[src/vom_pkg.sv]
// Package of constants and types for the verified output monitor
package vom_pkg;
    localparam int NPTS          = 32;          // Points on the port
    localparam int NGRP          = 4;           // Groups of points
    localparam int GPTS          = 8;           // Points per group
    localparam int WORD_W        = 16;          // Command and sense word width
    localparam int STAT_VF_LSB   = 0;           // Voltage-fault bits 3:0
    localparam int STAT_MC_LSB   = 4;           // Miscompare bits 7:4
    localparam int TIMEOUT_W     = 24;          // Width of the loss timer
    localparam int TIMEOUT_NS    = 1000000;     // Communication loss time, ns
    localparam int CLK_NS        = 100;         // Clock period, ns
    localparam int TIMEOUT_CYC   = TIMEOUT_NS / CLK_NS; // Longest time rounds down
    localparam int COOL_NS       = 100000;      // Cooling time before a retry, ns
    localparam int COOL_CYC      = COOL_NS / CLK_NS;
    localparam int COOL_W        = 12;          // Width of the cooling counter
    localparam logic [NPTS-1:0] CMD_RESET = 32'h0000_0000; // Outputs off at reset

    // Read-back meaning of the sense words
    typedef enum logic [1:0] {
        VOM_RB_HEALTH,
        VOM_RB_FAULT,
        VOM_RB_RAW,
        VOM_RB_ACTUAL
    } vom_rb_mode_t;

    // Configuration from the host side
    typedef struct packed {
        vom_rb_mode_t      rb_mode;      // Read-back meaning
        logic              shut_disable; // 1: all off on loss, 0: per-group fail state
        logic [NGRP-1:0]   fail_hold;    // 1: hold last value, 0: outputs off
        logic              auto_restart; // 1: retry after cooling
    } vom_cfg_t;

    // Field-side sensing per point and group
    typedef struct packed {
        logic [NPTS-1:0]   sense_hi;     // Output terminal sensed high
        logic [NGRP-1:0]   supply_ok;    // Group field supply present
        logic [NGRP-1:0]   fuse_ok;      // Group fuse intact
    } vom_field_t;
endpackage : vom_pkg

[src/vom_top.sv]
// Verified output monitor: command words, read-back, fault latching
module vom_top (
    input  wire logic                        mclk,
    input  wire logic                        sys_rst,
    input  wire logic [vom_pkg::WORD_W-1:0]  cmd_word_lo,    // command_word_low
    input  wire logic [vom_pkg::WORD_W-1:0]  cmd_word_hi,    // command_word_high
    input  wire logic                        cmd_valid,      // One-cycle update strobe
    input  wire vom_pkg::vom_cfg_t           cfg,            // Host configuration
    input  wire vom_pkg::vom_field_t         field_in,       // Asynchronous field sensing
    output logic [vom_pkg::WORD_W-1:0]       sense_word_lo,  // sense_word_low
    output logic [vom_pkg::WORD_W-1:0]       sense_word_hi,  // sense_word_high
    output logic [vom_pkg::NPTS-1:0]         sense_bits,     // Bit references, point 1 at 0
    output logic [7:0]                       status_byte,    // Group status byte
    output logic [vom_pkg::NPTS-1:0]         out_drive,      // Output drivers
    output logic [vom_pkg::NPTS-1:0]         out_led,        // Point indicators
    output logic                             fault_led,      // Red fault indicator
    output logic                             active_led      // Communication present
);
    localparam int NP = vom_pkg::NPTS;
    localparam int NG = vom_pkg::NGRP;
    localparam int GP = vom_pkg::GPTS;

    // Field synchronisers; stage one is only read by stage two
    vom_pkg::vom_field_t fs1_q, fs2_q;
    always_ff @(posedge mclk or posedge sys_rst) begin
        if (sys_rst) begin
            fs1_q <= '0;
            fs2_q <= '0;
        end else begin
            fs1_q <= field_in;
            fs2_q <= fs1_q;
        end
    end

    // Command unpacking: index 0 is point 1
    logic [NP-1:0] cmd_new;
    always_comb begin
        for (int i = 0; i < 16; i++) begin
            cmd_new[i]      = cmd_word_lo[15-i];
            cmd_new[16 + i] = cmd_word_hi[15-i];
        end
    end

    // Command register, loss timer and loss flag
    logic [NP-1:0]                   cmd_q, cmd_d;       // Last commanded values
    logic [vom_pkg::TIMEOUT_W-1:0]   tmo_q, tmo_d;       // Cycles since last update
    logic                            lost_q, lost_d;     // Communication lost
    always_comb begin
        cmd_d  = cmd_q;
        tmo_d  = tmo_q;
        lost_d = lost_q;
        if (cmd_valid) begin
            cmd_d  = cmd_new;
            tmo_d  = '0;
            lost_d = 1'b0;                                   // Updates resume
        end else if (tmo_q >= vom_pkg::TIMEOUT_W'(vom_pkg::TIMEOUT_CYC - 1)) begin
            lost_d = 1'b1;
        end else begin
            tmo_d = tmo_q + 1'b1;
        end
    end
    always_ff @(posedge mclk or posedge sys_rst) begin
        if (sys_rst) begin
            cmd_q  <= vom_pkg::CMD_RESET;
            tmo_q  <= '0;
            lost_q <= 1'b1;   // No host yet, so outputs stay off
        end else begin
            cmd_q  <= cmd_d;
            tmo_q  <= tmo_d;
            lost_q <= lost_d;
        end
    end

    // Effective command after shutdown handling
    logic [NP-1:0] eff_cmd;
    always_comb begin
        for (int p = 0; p < NP; p++) begin
            if (!lost_q)
                eff_cmd[p] = cmd_q[p];
            else if (cfg.shut_disable)
                eff_cmd[p] = 1'b0;
            else
                eff_cmd[p] = cfg.fail_hold[p / GP] & cmd_q[p];
        end
    end

    // Per-point latch of faults, and the cooling timer for auto restart.
    // A fault is an on-command whose terminal did not follow.
    logic [NP-1:0]               lat_q, lat_d;     // Point latched off by fault
    logic [NP-1:0]               prev_q, prev_d;   // Previous effective command
    logic [vom_pkg::COOL_W-1:0]  cool_q, cool_d;   // Shared cooling timer
    logic [NP-1:0]               dly1_q, dly2_q;   // Drive delayed to match sensing
    logic [NP-1:0] fault_now;
    always_comb begin
        // Drive must have stood through both sync stages, else a turn-on
        // would read as a fault before its sensed level arrives
        fault_now = eff_cmd & out_drive & dly2_q & ~fs2_q.sense_hi;
        lat_d     = lat_q;
        prev_d    = eff_cmd;
        // Timer restarts at each fault, so every retry waits a full cooling time
        if (|fault_now)
            cool_d = vom_pkg::COOL_W'(vom_pkg::COOL_CYC - 1);
        else if (cool_q != '0)
            cool_d = cool_q - 1'b1;
        else
            cool_d = cool_q;
        for (int p = 0; p < NP; p++) begin
            if (!eff_cmd[p])
                lat_d[p] = lat_q[p] & ~cfg.auto_restart;       // Off keeps latch unless auto restart
            else if (fault_now[p])
                lat_d[p] = 1'b1;
            else if (lat_q[p] && !prev_q[p])
                lat_d[p] = 1'b0;                               // Off then on re-enables
            else if (lat_q[p] && cfg.auto_restart && cool_q == '0)
                lat_d[p] = 1'b0;                               // Retry after cooling
        end
    end
    always_ff @(posedge mclk or posedge sys_rst) begin
        if (sys_rst) begin
            lat_q  <= '0;
            prev_q <= '0;
            cool_q <= '0;
            dly1_q <= '0;
            dly2_q <= '0;
        end else begin
            lat_q  <= lat_d;
            prev_q <= prev_d;
            cool_q <= cool_d;
            dly1_q <= out_drive;
            dly2_q <= dly1_q;
        end
    end

    // Read-back, status and indicators, all registered
    logic [NP-1:0] rb_d, drv_d, led_d;
    logic [7:0]    stat_d;
    logic          fled_d;
    logic [NP-1:0] mis;     // Per-point miscompare
    always_comb begin
        drv_d = eff_cmd & ~lat_d;
        led_d = drv_d;                                         // Indicator follows output
        if (cfg.rb_mode == vom_pkg::VOM_RB_RAW)
            mis = ~eff_cmd & fs2_q.sense_hi;
        else
            mis = lat_d | (eff_cmd ^ fs2_q.sense_hi) & ~(eff_cmd & ~out_drive);
        unique case (cfg.rb_mode)
            vom_pkg::VOM_RB_HEALTH: rb_d = ~(lat_d | mis);
            vom_pkg::VOM_RB_FAULT:  rb_d = lat_d | mis;
            vom_pkg::VOM_RB_RAW:    rb_d = fs2_q.sense_hi;
            vom_pkg::VOM_RB_ACTUAL: rb_d = fs2_q.sense_hi & ~lat_d;
        endcase
        for (int g = 0; g < NG; g++) begin
            stat_d[vom_pkg::STAT_VF_LSB + g] =
                ~(fs2_q.supply_ok[g] & fs2_q.fuse_ok[g]);
            stat_d[vom_pkg::STAT_MC_LSB + g] = |mis[g*GP +: GP];
        end
        fled_d = |stat_d;
    end
    logic [NP-1:0] rb_q;
    always_ff @(posedge mclk or posedge sys_rst) begin
        if (sys_rst) begin
            rb_q        <= '0;
            out_drive   <= '0;
            out_led     <= '0;
            status_byte <= '0;
            fault_led   <= 1'b0;
            active_led  <= 1'b0;
        end else begin
            rb_q        <= rb_d;
            out_drive   <= drv_d;
            out_led     <= led_d;
            status_byte <= stat_d;
            fault_led   <= fled_d;
            active_led  <= ~lost_d;
        end
    end

    // Sense words, point 1 and point 17 in the MSBs
    always_comb begin
        sense_bits = rb_q;
        for (int i = 0; i < 16; i++) begin
            sense_word_lo[15-i] = rb_q[i];
            sense_word_hi[15-i] = rb_q[16 + i];
        end
    end

    // Checks; each label names the rule it guards
    // No loss within eight cycles of an update
    property p_loss_after_timeout;
        @(posedge mclk) disable iff (sys_rst)
        (cmd_valid ##1 !cmd_valid [*8]) |-> !lost_q;
    endproperty
    a_loss_after_timeout: assert property (p_loss_after_timeout)
        else $error("early loss");

    // Loss is declared once the timer reaches its end without an update
    property p_loss_at_timeout;
        @(posedge mclk) disable iff (sys_rst)
        (!cmd_valid && tmo_q == vom_pkg::TIMEOUT_W'(vom_pkg::TIMEOUT_CYC - 1)) |=> lost_q;
    endproperty
    a_loss_at_timeout: assert property (p_loss_at_timeout)
        else $error("loss not declared");

    // Active indicator is the inverse of the loss flag
    property p_active_led;
        @(posedge mclk) disable iff (sys_rst)
        active_led != lost_q;
    endproperty
    a_active_led: assert property (p_active_led)
        else $error("active indicator wrong");

    // Disabled shutdown forces every point off
    property p_disable_all_off;
        @(posedge mclk) disable iff (sys_rst)
        (lost_q && cfg.shut_disable) |=> out_drive == '0;
    endproperty
    a_disable_all_off: assert property (p_disable_all_off)
        else $error("outputs on in disable");

    // Group zero with fail state off goes dark on loss
    property p_fail_off;
        @(posedge mclk) disable iff (sys_rst)
        (lost_q && !cfg.shut_disable && !cfg.fail_hold[0]) |=> out_drive[7:0] == '0;
    endproperty
    a_fail_off: assert property (p_fail_off)
        else $error("group 0 not off");

    // Missing supply shows in the status byte one cycle on
    property p_vfault;
        @(posedge mclk) disable iff (sys_rst)
        !fs2_q.supply_ok[1] |=> status_byte[vom_pkg::STAT_VF_LSB + 1];
    endproperty
    a_vfault: assert property (p_vfault)
        else $error("voltage fault missing");

    // A latched point is never driven
    property p_latched_off;
        @(posedge mclk) disable iff (sys_rst)
        lat_q[0] |-> !out_drive[0] || !$past(lat_q[0]);
    endproperty
    a_latched_off: assert property (p_latched_off)
        else $error("latched point driven");

    // Latched mode: an off command keeps the latch
    property p_latch_holds;
        @(posedge mclk) disable iff (sys_rst)
        (!cfg.auto_restart && lat_q[0] && !eff_cmd[0]) |=> lat_q[0];
    endproperty
    a_latch_holds: assert property (p_latch_holds)
        else $error("latch lost on off");

    // Auto restart: an off command clears the latch
    property p_auto_off_clears;
        @(posedge mclk) disable iff (sys_rst)
        (cfg.auto_restart && !eff_cmd[0]) |=> !lat_q[0];
    endproperty
    a_auto_off_clears: assert property (p_auto_off_clears)
        else $error("latch kept on off");

    // Health bit is low exactly where a fault or miscompare stood
    property p_health_fault_opposite;
        @(posedge mclk) disable iff (sys_rst)
        cfg.rb_mode == vom_pkg::VOM_RB_HEALTH |=>
            rb_q[0] != ($past(lat_d[0]) || $past(mis[0]));
    endproperty
    a_health_fault_opposite: assert property (p_health_fault_opposite)
        else $error("health bit wrong");

    // Raw mode returns the synchronised terminal level
    property p_raw_follows;
        @(posedge mclk) disable iff (sys_rst)
        cfg.rb_mode == vom_pkg::VOM_RB_RAW |=> rb_q == $past(fs2_q.sense_hi);
    endproperty
    a_raw_follows: assert property (p_raw_follows)
        else $error("raw bit wrong");

    // Any status bit lights the fault indicator
    property p_fault_led;
        @(posedge mclk) disable iff (sys_rst)
        |status_byte |-> fault_led;
    endproperty
    a_fault_led: assert property (p_fault_led)
        else $error("fault indicator dark");

    // Point indicators mirror the drivers
    property p_led_follows;
        @(posedge mclk) disable iff (sys_rst)
        out_led == out_drive;
    endproperty
    a_led_follows: assert property (p_led_follows)
        else $error("point indicator wrong");

    // Point 1 and point 17 sit at the word tops
    property p_word_order;
        @(posedge mclk) disable iff (sys_rst)
        sense_word_lo[15] == rb_q[0] && sense_word_hi[15] == rb_q[16];
    endproperty
    a_word_order: assert property (p_word_order)
        else $error("sense word order");

    // Main scenarios reached
    c_loss: cover property (@(posedge mclk) disable iff (sys_rst) $rose(lost_q));
    c_latch: cover property (@(posedge mclk) disable iff (sys_rst) $rose(lat_q[0]));
    c_clear: cover property (@(posedge mclk) disable iff (sys_rst) $fell(lat_q[0]));
    c_raw_mis: cover property (@(posedge mclk) disable iff (sys_rst)
        cfg.rb_mode == vom_pkg::VOM_RB_RAW && status_byte[vom_pkg::STAT_MC_LSB + 1]);
    c_retry: cover property (@(posedge mclk) disable iff (sys_rst)
        cfg.auto_restart && $fell(lat_q[19]));
endmodule : vom_top
[config.mk]
export PLATFORM = sky130hd
export DESIGN_NAME = vom_top
export DESIGN_NICKNAME = d
export VERILOG_FILES = /design/src/vom_pkg.sv /design/src/vom_top.sv
export SDC_FILE = /design/constraint.sdc
export NUM_CORES = 1
export LEC_CHECK = 0
export ABC_AREA = 1
export BUFFER_PORTS_ARGS = -buffer_cell sky130_fd_sc_hd__buf_2
export CAP_MARGIN = 10
export CORE_AREA = 3 3 169 171
export CTS_BUF_LIST = sky130_fd_sc_hd__clkbuf_16
export CTS_CLUSTER_DIAMETER = 60
export DETAILED_ROUTE_END_ITERATION = 10
export DIE_AREA = 0 0 172 174
export PLACE_DENSITY = 0.74
export SYNTH_ARGS = -nofsm -noshare
export SYNTH_HDL_FRONTEND = slang
export SYNTH_SLANG_ARGS = --single-unit
[constraint.sdc]
create_clock -name mclk -period 32.8 [get_ports mclk]
set_input_delay 3.28 -clock mclk [delete_from_list [all_inputs] [get_ports mclk]]
set_output_delay 3.28 -clock mclk [all_outputs]
set_load 0.02 [all_outputs]
Yosys cells after proc, flatten, opt, wreduce, memory -nomap -nowiden
Index checks and enable logic that the tools add are counted.

Input port bits: 83. Flip-flop bits (word level): 351. Word-level logic and storage cells: 455.

Reductions and logical operators: 138. Muxes and demuxes: 200. Add/sub/neg operators: 2. Equal/unequal tests: 4. Order comparisons: 1. Bitwise gates (word level): 91.

Operators by type and width (number): bitwise AND 32 bit (8); two-way mux 1 bit (194); NOT 32 bit (6); one-hot mux 32 bit (4 select lines) (1); logical AND 1 bit (96); bitwise AND 1 bit (68); OR 32 bit (2); two-way mux 24 bit (2); OR reduction 36 bit (1); logical NOT 1 bit (32); two-way mux 32 bit (1); OR reduction 32 bit (1); OR reduction 8 bit (4); bitwise XOR 32 bit (1); adder 24 x 1 -> 24 bit (second input constant) (1); >= comparator 24 x 14 -> 1 bit (second input constant) (1); two-way mux 12 bit (2); logical NOT 12 bit (1); nonzero test 12 bit (1); subtractor 12 x 1 -> 12 bit (second input constant) (1); NOT 1 bit (6); equality test 2 bit (second input constant) (2); equality test 2 x 1 -> 1 bit (second input constant) (1); logical NOT 2 bit (1); other kinds (2) (2).

Longest topological paths before layout
Depth after elaboration: 13. Depth in mapped cells: 15.

Worst setup path before layout
No wires, ideal clock.

Path kind: in2reg. Start point: in cfg[5] (netlist name). End point: reg fault_led. Setup slack: 27.926 ns. Required time: 32.674 ns. Setup time: 0.126 ns. Path buffers: 1. Cell stages on the path: 14. Arrival time: 4.748 ns. Cells stage by stage: inv_2 -> nand2_1 -> nand2_2 -> buf_2 -> nand2_1 -> ha_1 -> o21bai_1 -> nand3_1 -> mux2i_1 -> nand2_1 -> nor2_1 -> nand2_1 -> nor2_1 -> nand3_1.

Cells in the longest elaborated chain, start to end: 10. Elaborated cells between the ends (all ways): 140. Classes of those cells: mux (129); bitwise (10); reduce/logical (1).

Ends and longest elaborated chain: from (decl) (RTL line vom_top.sv:8) `input wire vom_pkg::vom_cfg_t cfg,`; two-way mux 1 bit (RTL line vom_top.sv:80) `else if (cfg.shut_disable)`; two-way mux 1 bit (RTL line vom_top.sv:78) `if (!lost_q)`; bitwise AND 32 bit (3 in series) (RTL line vom_top.sv:97) `fault_now = eff_cmd & out_drive & dly2_q & ~fs2_q.sense_hi;`; two-way mux 1 bit (RTL line vom_top.sv:110) `else if (fault_now[p])`; two-way mux 1 bit (RTL line vom_top.sv:108) `if (!eff_cmd[p])`; OR 32 bit (RTL line vom_top.sv:145) `mis = lat_d | (eff_cmd ^ fs2_q.sense_hi) & ~(eff_cmd & ~out_drive);`; two-way mux 32 bit (*) (RTL line vom_top.sv:142) `if (cfg.rb_mode == vom_pkg::VOM_RB_RAW)`; OR reduction 36 bit (*) (RTL line vom_top.sv:157) `fled_d = |stat_d;`; via fled_d (RTL line vom_top.sv:137) `logic fled_d;`; to (signal assigned) (RTL line vom_top.sv:173) `fault_led <= fled_d;`; to (decl) (RTL line vom_top.sv:16) `output logic fault_led,`.

The timed path passes the listed nets; every way through them passes the cells marked *. A chain may end at the register's enable or synchronous reset.

==> key figures <==
Cells and area
  • Fraction of final layout cells with drive strength greater than 1: 0.173
  • Multi-input logic area: 4640 um^2
  • Diodes inserted: 0
  • Nets@finish: 1846
  • Relative area change from synthesis to final layout: 14.7%
  • Fillers: 2209
  • Sequential cell area: 8780 um^2

Floorplanning
  • Ports placed on the boundary: 221
  • Initial Util: 0.549
  • Die X: 172 um
  • Chip height: 174 um
  • Core Box Area: 27000 um^2
  • Area of the die: 29900 um^2
  • Placement row count: 60

Worst setup path
  • Max stage delay cell, worst path: sky130_fd_sc_hd__buf_4
  • Slack of the worst reg-to-reg path: 29940 ps
  • Worst path required time: 33270 ps
  • Setup crit start kind: input port
  • Data arrival time of the critical path: 6000 ps
  • Delay of the slowest cell on the worst path: 920 ps
  • Setup Crit Path Kind: in2async
  • Source of the worst register-to-register timing path: cool_q[0]
  • Capturing point of the worst reg2reg path: fault_led
  • Critical path peak fanout: 124
  • Cell chain of the critical path: buf_2 -> inv_8 -> buf_4 -> buf_4
  • Sort of element at the end of the critical path: asynchronous set/reset pin
  • Most repeated library cell on the critical path: sky130_fd_sc_hd__buf_4
  • Path depth of the worst reg2reg path: 13

Global routing
  • Grt ovf: 0
  • Via count of the first global-routing pass: 10982
  • Wire length of the first global-routing pass: 55100 um
  • Global router's overall resource usage: 0.230
  • Initial antenna violation count: 1
  • Maximum number of pins on one net before global-route repair: 125

Detailed routing
  • Initial drt markers: 679
  • DRC violation count after routing: 0
  • Via count: 10973
  • First-pass iteration count of the detailed router: 7
  • Routed vias/inst: 5.24
  • Post-detailed-routing wire length: 34000 um
  • Post-route antenna net violation count: 0
  • Per-cell routed wire length: 16.2 um

Clock tree
  • Clock-pin slew on the worst setup and hold paths: 60 ps
  • Setup Fix Bufs, Post-CTS: 0
  • Clock root buffer master: sky130_fd_sc_hd__clkbuf_16
  • Clock Latency Late Sink: 500 ps
  • TritonCTS clock tree: done
  • TritonCTS Buffers: 36
  • Cts repair resizes: 0
  • Clock sink count: 351
  • Number of H-tree branching levels: 2
  • Post-CTS Hold Fix Bufs: 0
  • Buffer depth of the longest clock path: 3

Logic synthesis
  • Post-Synthesis Cell Area: 14800 um^2
  • Area share of fa/ha/maj cells after synthesis: 0.0287
  • Yosys cell types: 38
  • Area leader, netlist: sky130_fd_sc_hd__dfrtp_1
  • Sequential share of the synthesized area: 0.593
  • Synth Register Bits: 351
  • Portion of netlist area occupied by mux cells: 0.00405
  • Xor and xnor area share after synthesis: 0.00591
  • Area fraction in and, or, nand and nor cells after synthesis: 0.197
  • Total number of yosys warnings: 0
  • Cell count after synthesis: 1564
  • Main area contributors after synthesis: sky130_fd_sc_hd__dfrtp_1 (59%), sky130_fd_sc_hd__nand2_1 (10%), sky130_fd_sc_hd__inv_1 (5.0%)
  • Fraction of the mapped netlist area in compound gates: 0.0768
  • Largest family of logic cells by synthesized area: simple AND/OR/NAND/NOR gates
  • Share of the synthesized area in the top cell type: 0.591
  • Average size of a mapped cell: 9.48 um^2
  • Total nets after synthesis: 1681

Timing
  • Total of endpoints with negative setup slack in the final report: 0
  • Pins over their slew limit: 0
  • Post-route clock period utilization: 0.169
  • Minimum period implied by the final worst setup slack: 5530 ps
  • RSZ-0062 raised after global routing: false
  • Max-Slew Margin vs Limit: 0.309
  • Slew at the pin closest to its max-slew limit: 1040 ps
  • Maximum operating frequency: 181 MHz
  • Post-route worst hold slack: 345 ps
  • Worst clock skew: 9.17 ps
  • Final hold violations: 0
  • Worst Setup Slack, final: 27270 ps
  • Setup tns final: 0 ps

Run
  • Max-cap check violation count: 0

Place
  • Setup Slack @ Placement: 26650 ps
  • GP Congestion: 0.879
  • Count of buffers inserted at the top-level ports: 220
  • DP Wirelength: 22900 um

Power
  • P_leak: 8.87 nW
  • Worst IR drop on VDD: 0.0000644 V
  • Ratio of total power to cell area: 61.5 nW/um^2

Min path
  • Worst hold path endpoint: dly2_q[5]
  • Worst Hold Depth: 0
  • Classification of the worst-slack hold path: reg2reg
  • Startpoint of the most critical hold path: dly1_q[5]

Run status
  • Outcome: completed
[power breakdown]
part           internal [mW]  leakage, nW  switching (mW)  total [mW]
clock                  0.251        0.610           0.163       0.414
sequential             0.468         4.28          0.0230       0.491
combinational         0.0461         3.98          0.0944       0.141
total                  0.765         8.87           0.280        1.05
[worst max-delay path: cells and delay by family]
kind,cells,cell delay [ps]
buf+inv,4,2410
[layout by cell type, fill, tap and decap left out, drive strengths merged]
| cell | netlist | layout |
|---|---|---|
| nand2 | 402 | 402 |
| dfrtp | 350 | 350 |
| buf | 78 | 229 |
| inv | 202 | 209 |
| nor2 | 155 | 155 |
| nand3 | 78 | 78 |
| o211ai | 58 | 58 |
| nand4 | 37 | 37 |
| clkbuf | 24 | 37 |
| ha | 34 | 34 |
| o21bai | 32 | 32 |
| o21ai | 23 | 23 |
| a21oi | 20 | 20 |
| a21boi | 20 | 20 |
| clkinv | 0 | 11 |
| nor3 | 8 | 8 |
| nand3b | 7 | 7 |
| xor2 | 7 | 7 |
| nor4 | 7 | 7 |
| mux2i | 6 | 6 |
| bufinv | 0 | 6 |
| o311ai | 4 | 4 |
| o31ai | 4 | 4 |
| xnor2 | 3 | 3 |
| a31oi | 2 | 2 |
| clkinvlp | 0 | 2 |
| a211oi | 1 | 1 |
| o2111ai | 1 | 1 |
| dfstp | 1 | 1 |
[through the flow]
step	area [um^2]	utilization	cells	total power, mW
finish	17000	0.629	2095	1.05
global route	17000	0.629	2095	1.09
CTS	17000	0.628	2094	1.05
detailed placement	15800	0.584	2031	0.639
global placement	15800	0.584	2031	0.634
floorplan	14800	-	1564	0.599
[layer usage]
layer  share of wire  global-route usage  vias up  wire length [um]
met2            0.48               0.379      336             16200
met5         0.00038                   0        -                13
met4           0.026              0.0732        2               894
met3           0.057              0.0387       78              1930
met1            0.44               0.315     5284             15000
li1                -                   -     5273                 -
[flip-flops by register name (all words and copies together) (netlist names)]
| register | flops |
|---|---|
| cmd_q | 32 |
| fault_led | 1 |
| fs2_q | 40 |
| status_byte | 8 |
| lat_q | 32 |
| out_led | 32 |
| lost_q | 1 |
| dly1_q | 32 |
| fs1_q | 40 |
| active_led | 1 |
| tmo_q | 24 |
| sense_bits | 32 |
| dly2_q | 32 |
| prev_q | 32 |
| cool_q | 12 |
[synth_stat cells, drive strengths merged]
master and number:
a211oi 1, a21boi 20, a21oi 20, a31oi 2, buf 78, clkbuf 24
dfrtp 350, dfstp 1, ha 34, inv 202, mux2i 6, nand2 402
nand3 78, nand3b 7, nand4 37, nor2 155, nor3 8, nor4 7
o2111ai 1, o211ai 58, o21ai 23, o21bai 32, o311ai 4, o31ai 4
xnor2 3, xor2 7
[logic make-up after synthesis]
group                      after synthesis
muxes                                    6
buffers and inverters                  304
DFF                                    351
and+or+nand+nor                        694
adders and majority gates               34
xor gates and xnor gates                10
AOI/OAI and AO/OA                      165
[final cells by class]
class                   count  area share
clock inverters            26      0.0159
flip-flops and latches    351       0.517
multi-input cells         909       0.273
clock buffers              37      0.0545
repair buffers            229      0.0699
well taps                 341      0.0251
inverters                 202      0.0450
[how the worst max path moves through the flow]
stage,from,to,slack (ps),depth (start not counted)
finish,sys_rst,sense_bits[11],27270,4
global route,sys_rst,sense_bits[8],26840,4
CTS,sys_rst,sense_bits[10],27180,4
detailed placement,sys_rst,sense_bits[10],26650,4
global placement,sys_rst,fs2_q[17],26720,4
floorplan,sys_rst,active_led,19790,1
Power figures use the tool's default switching activity.
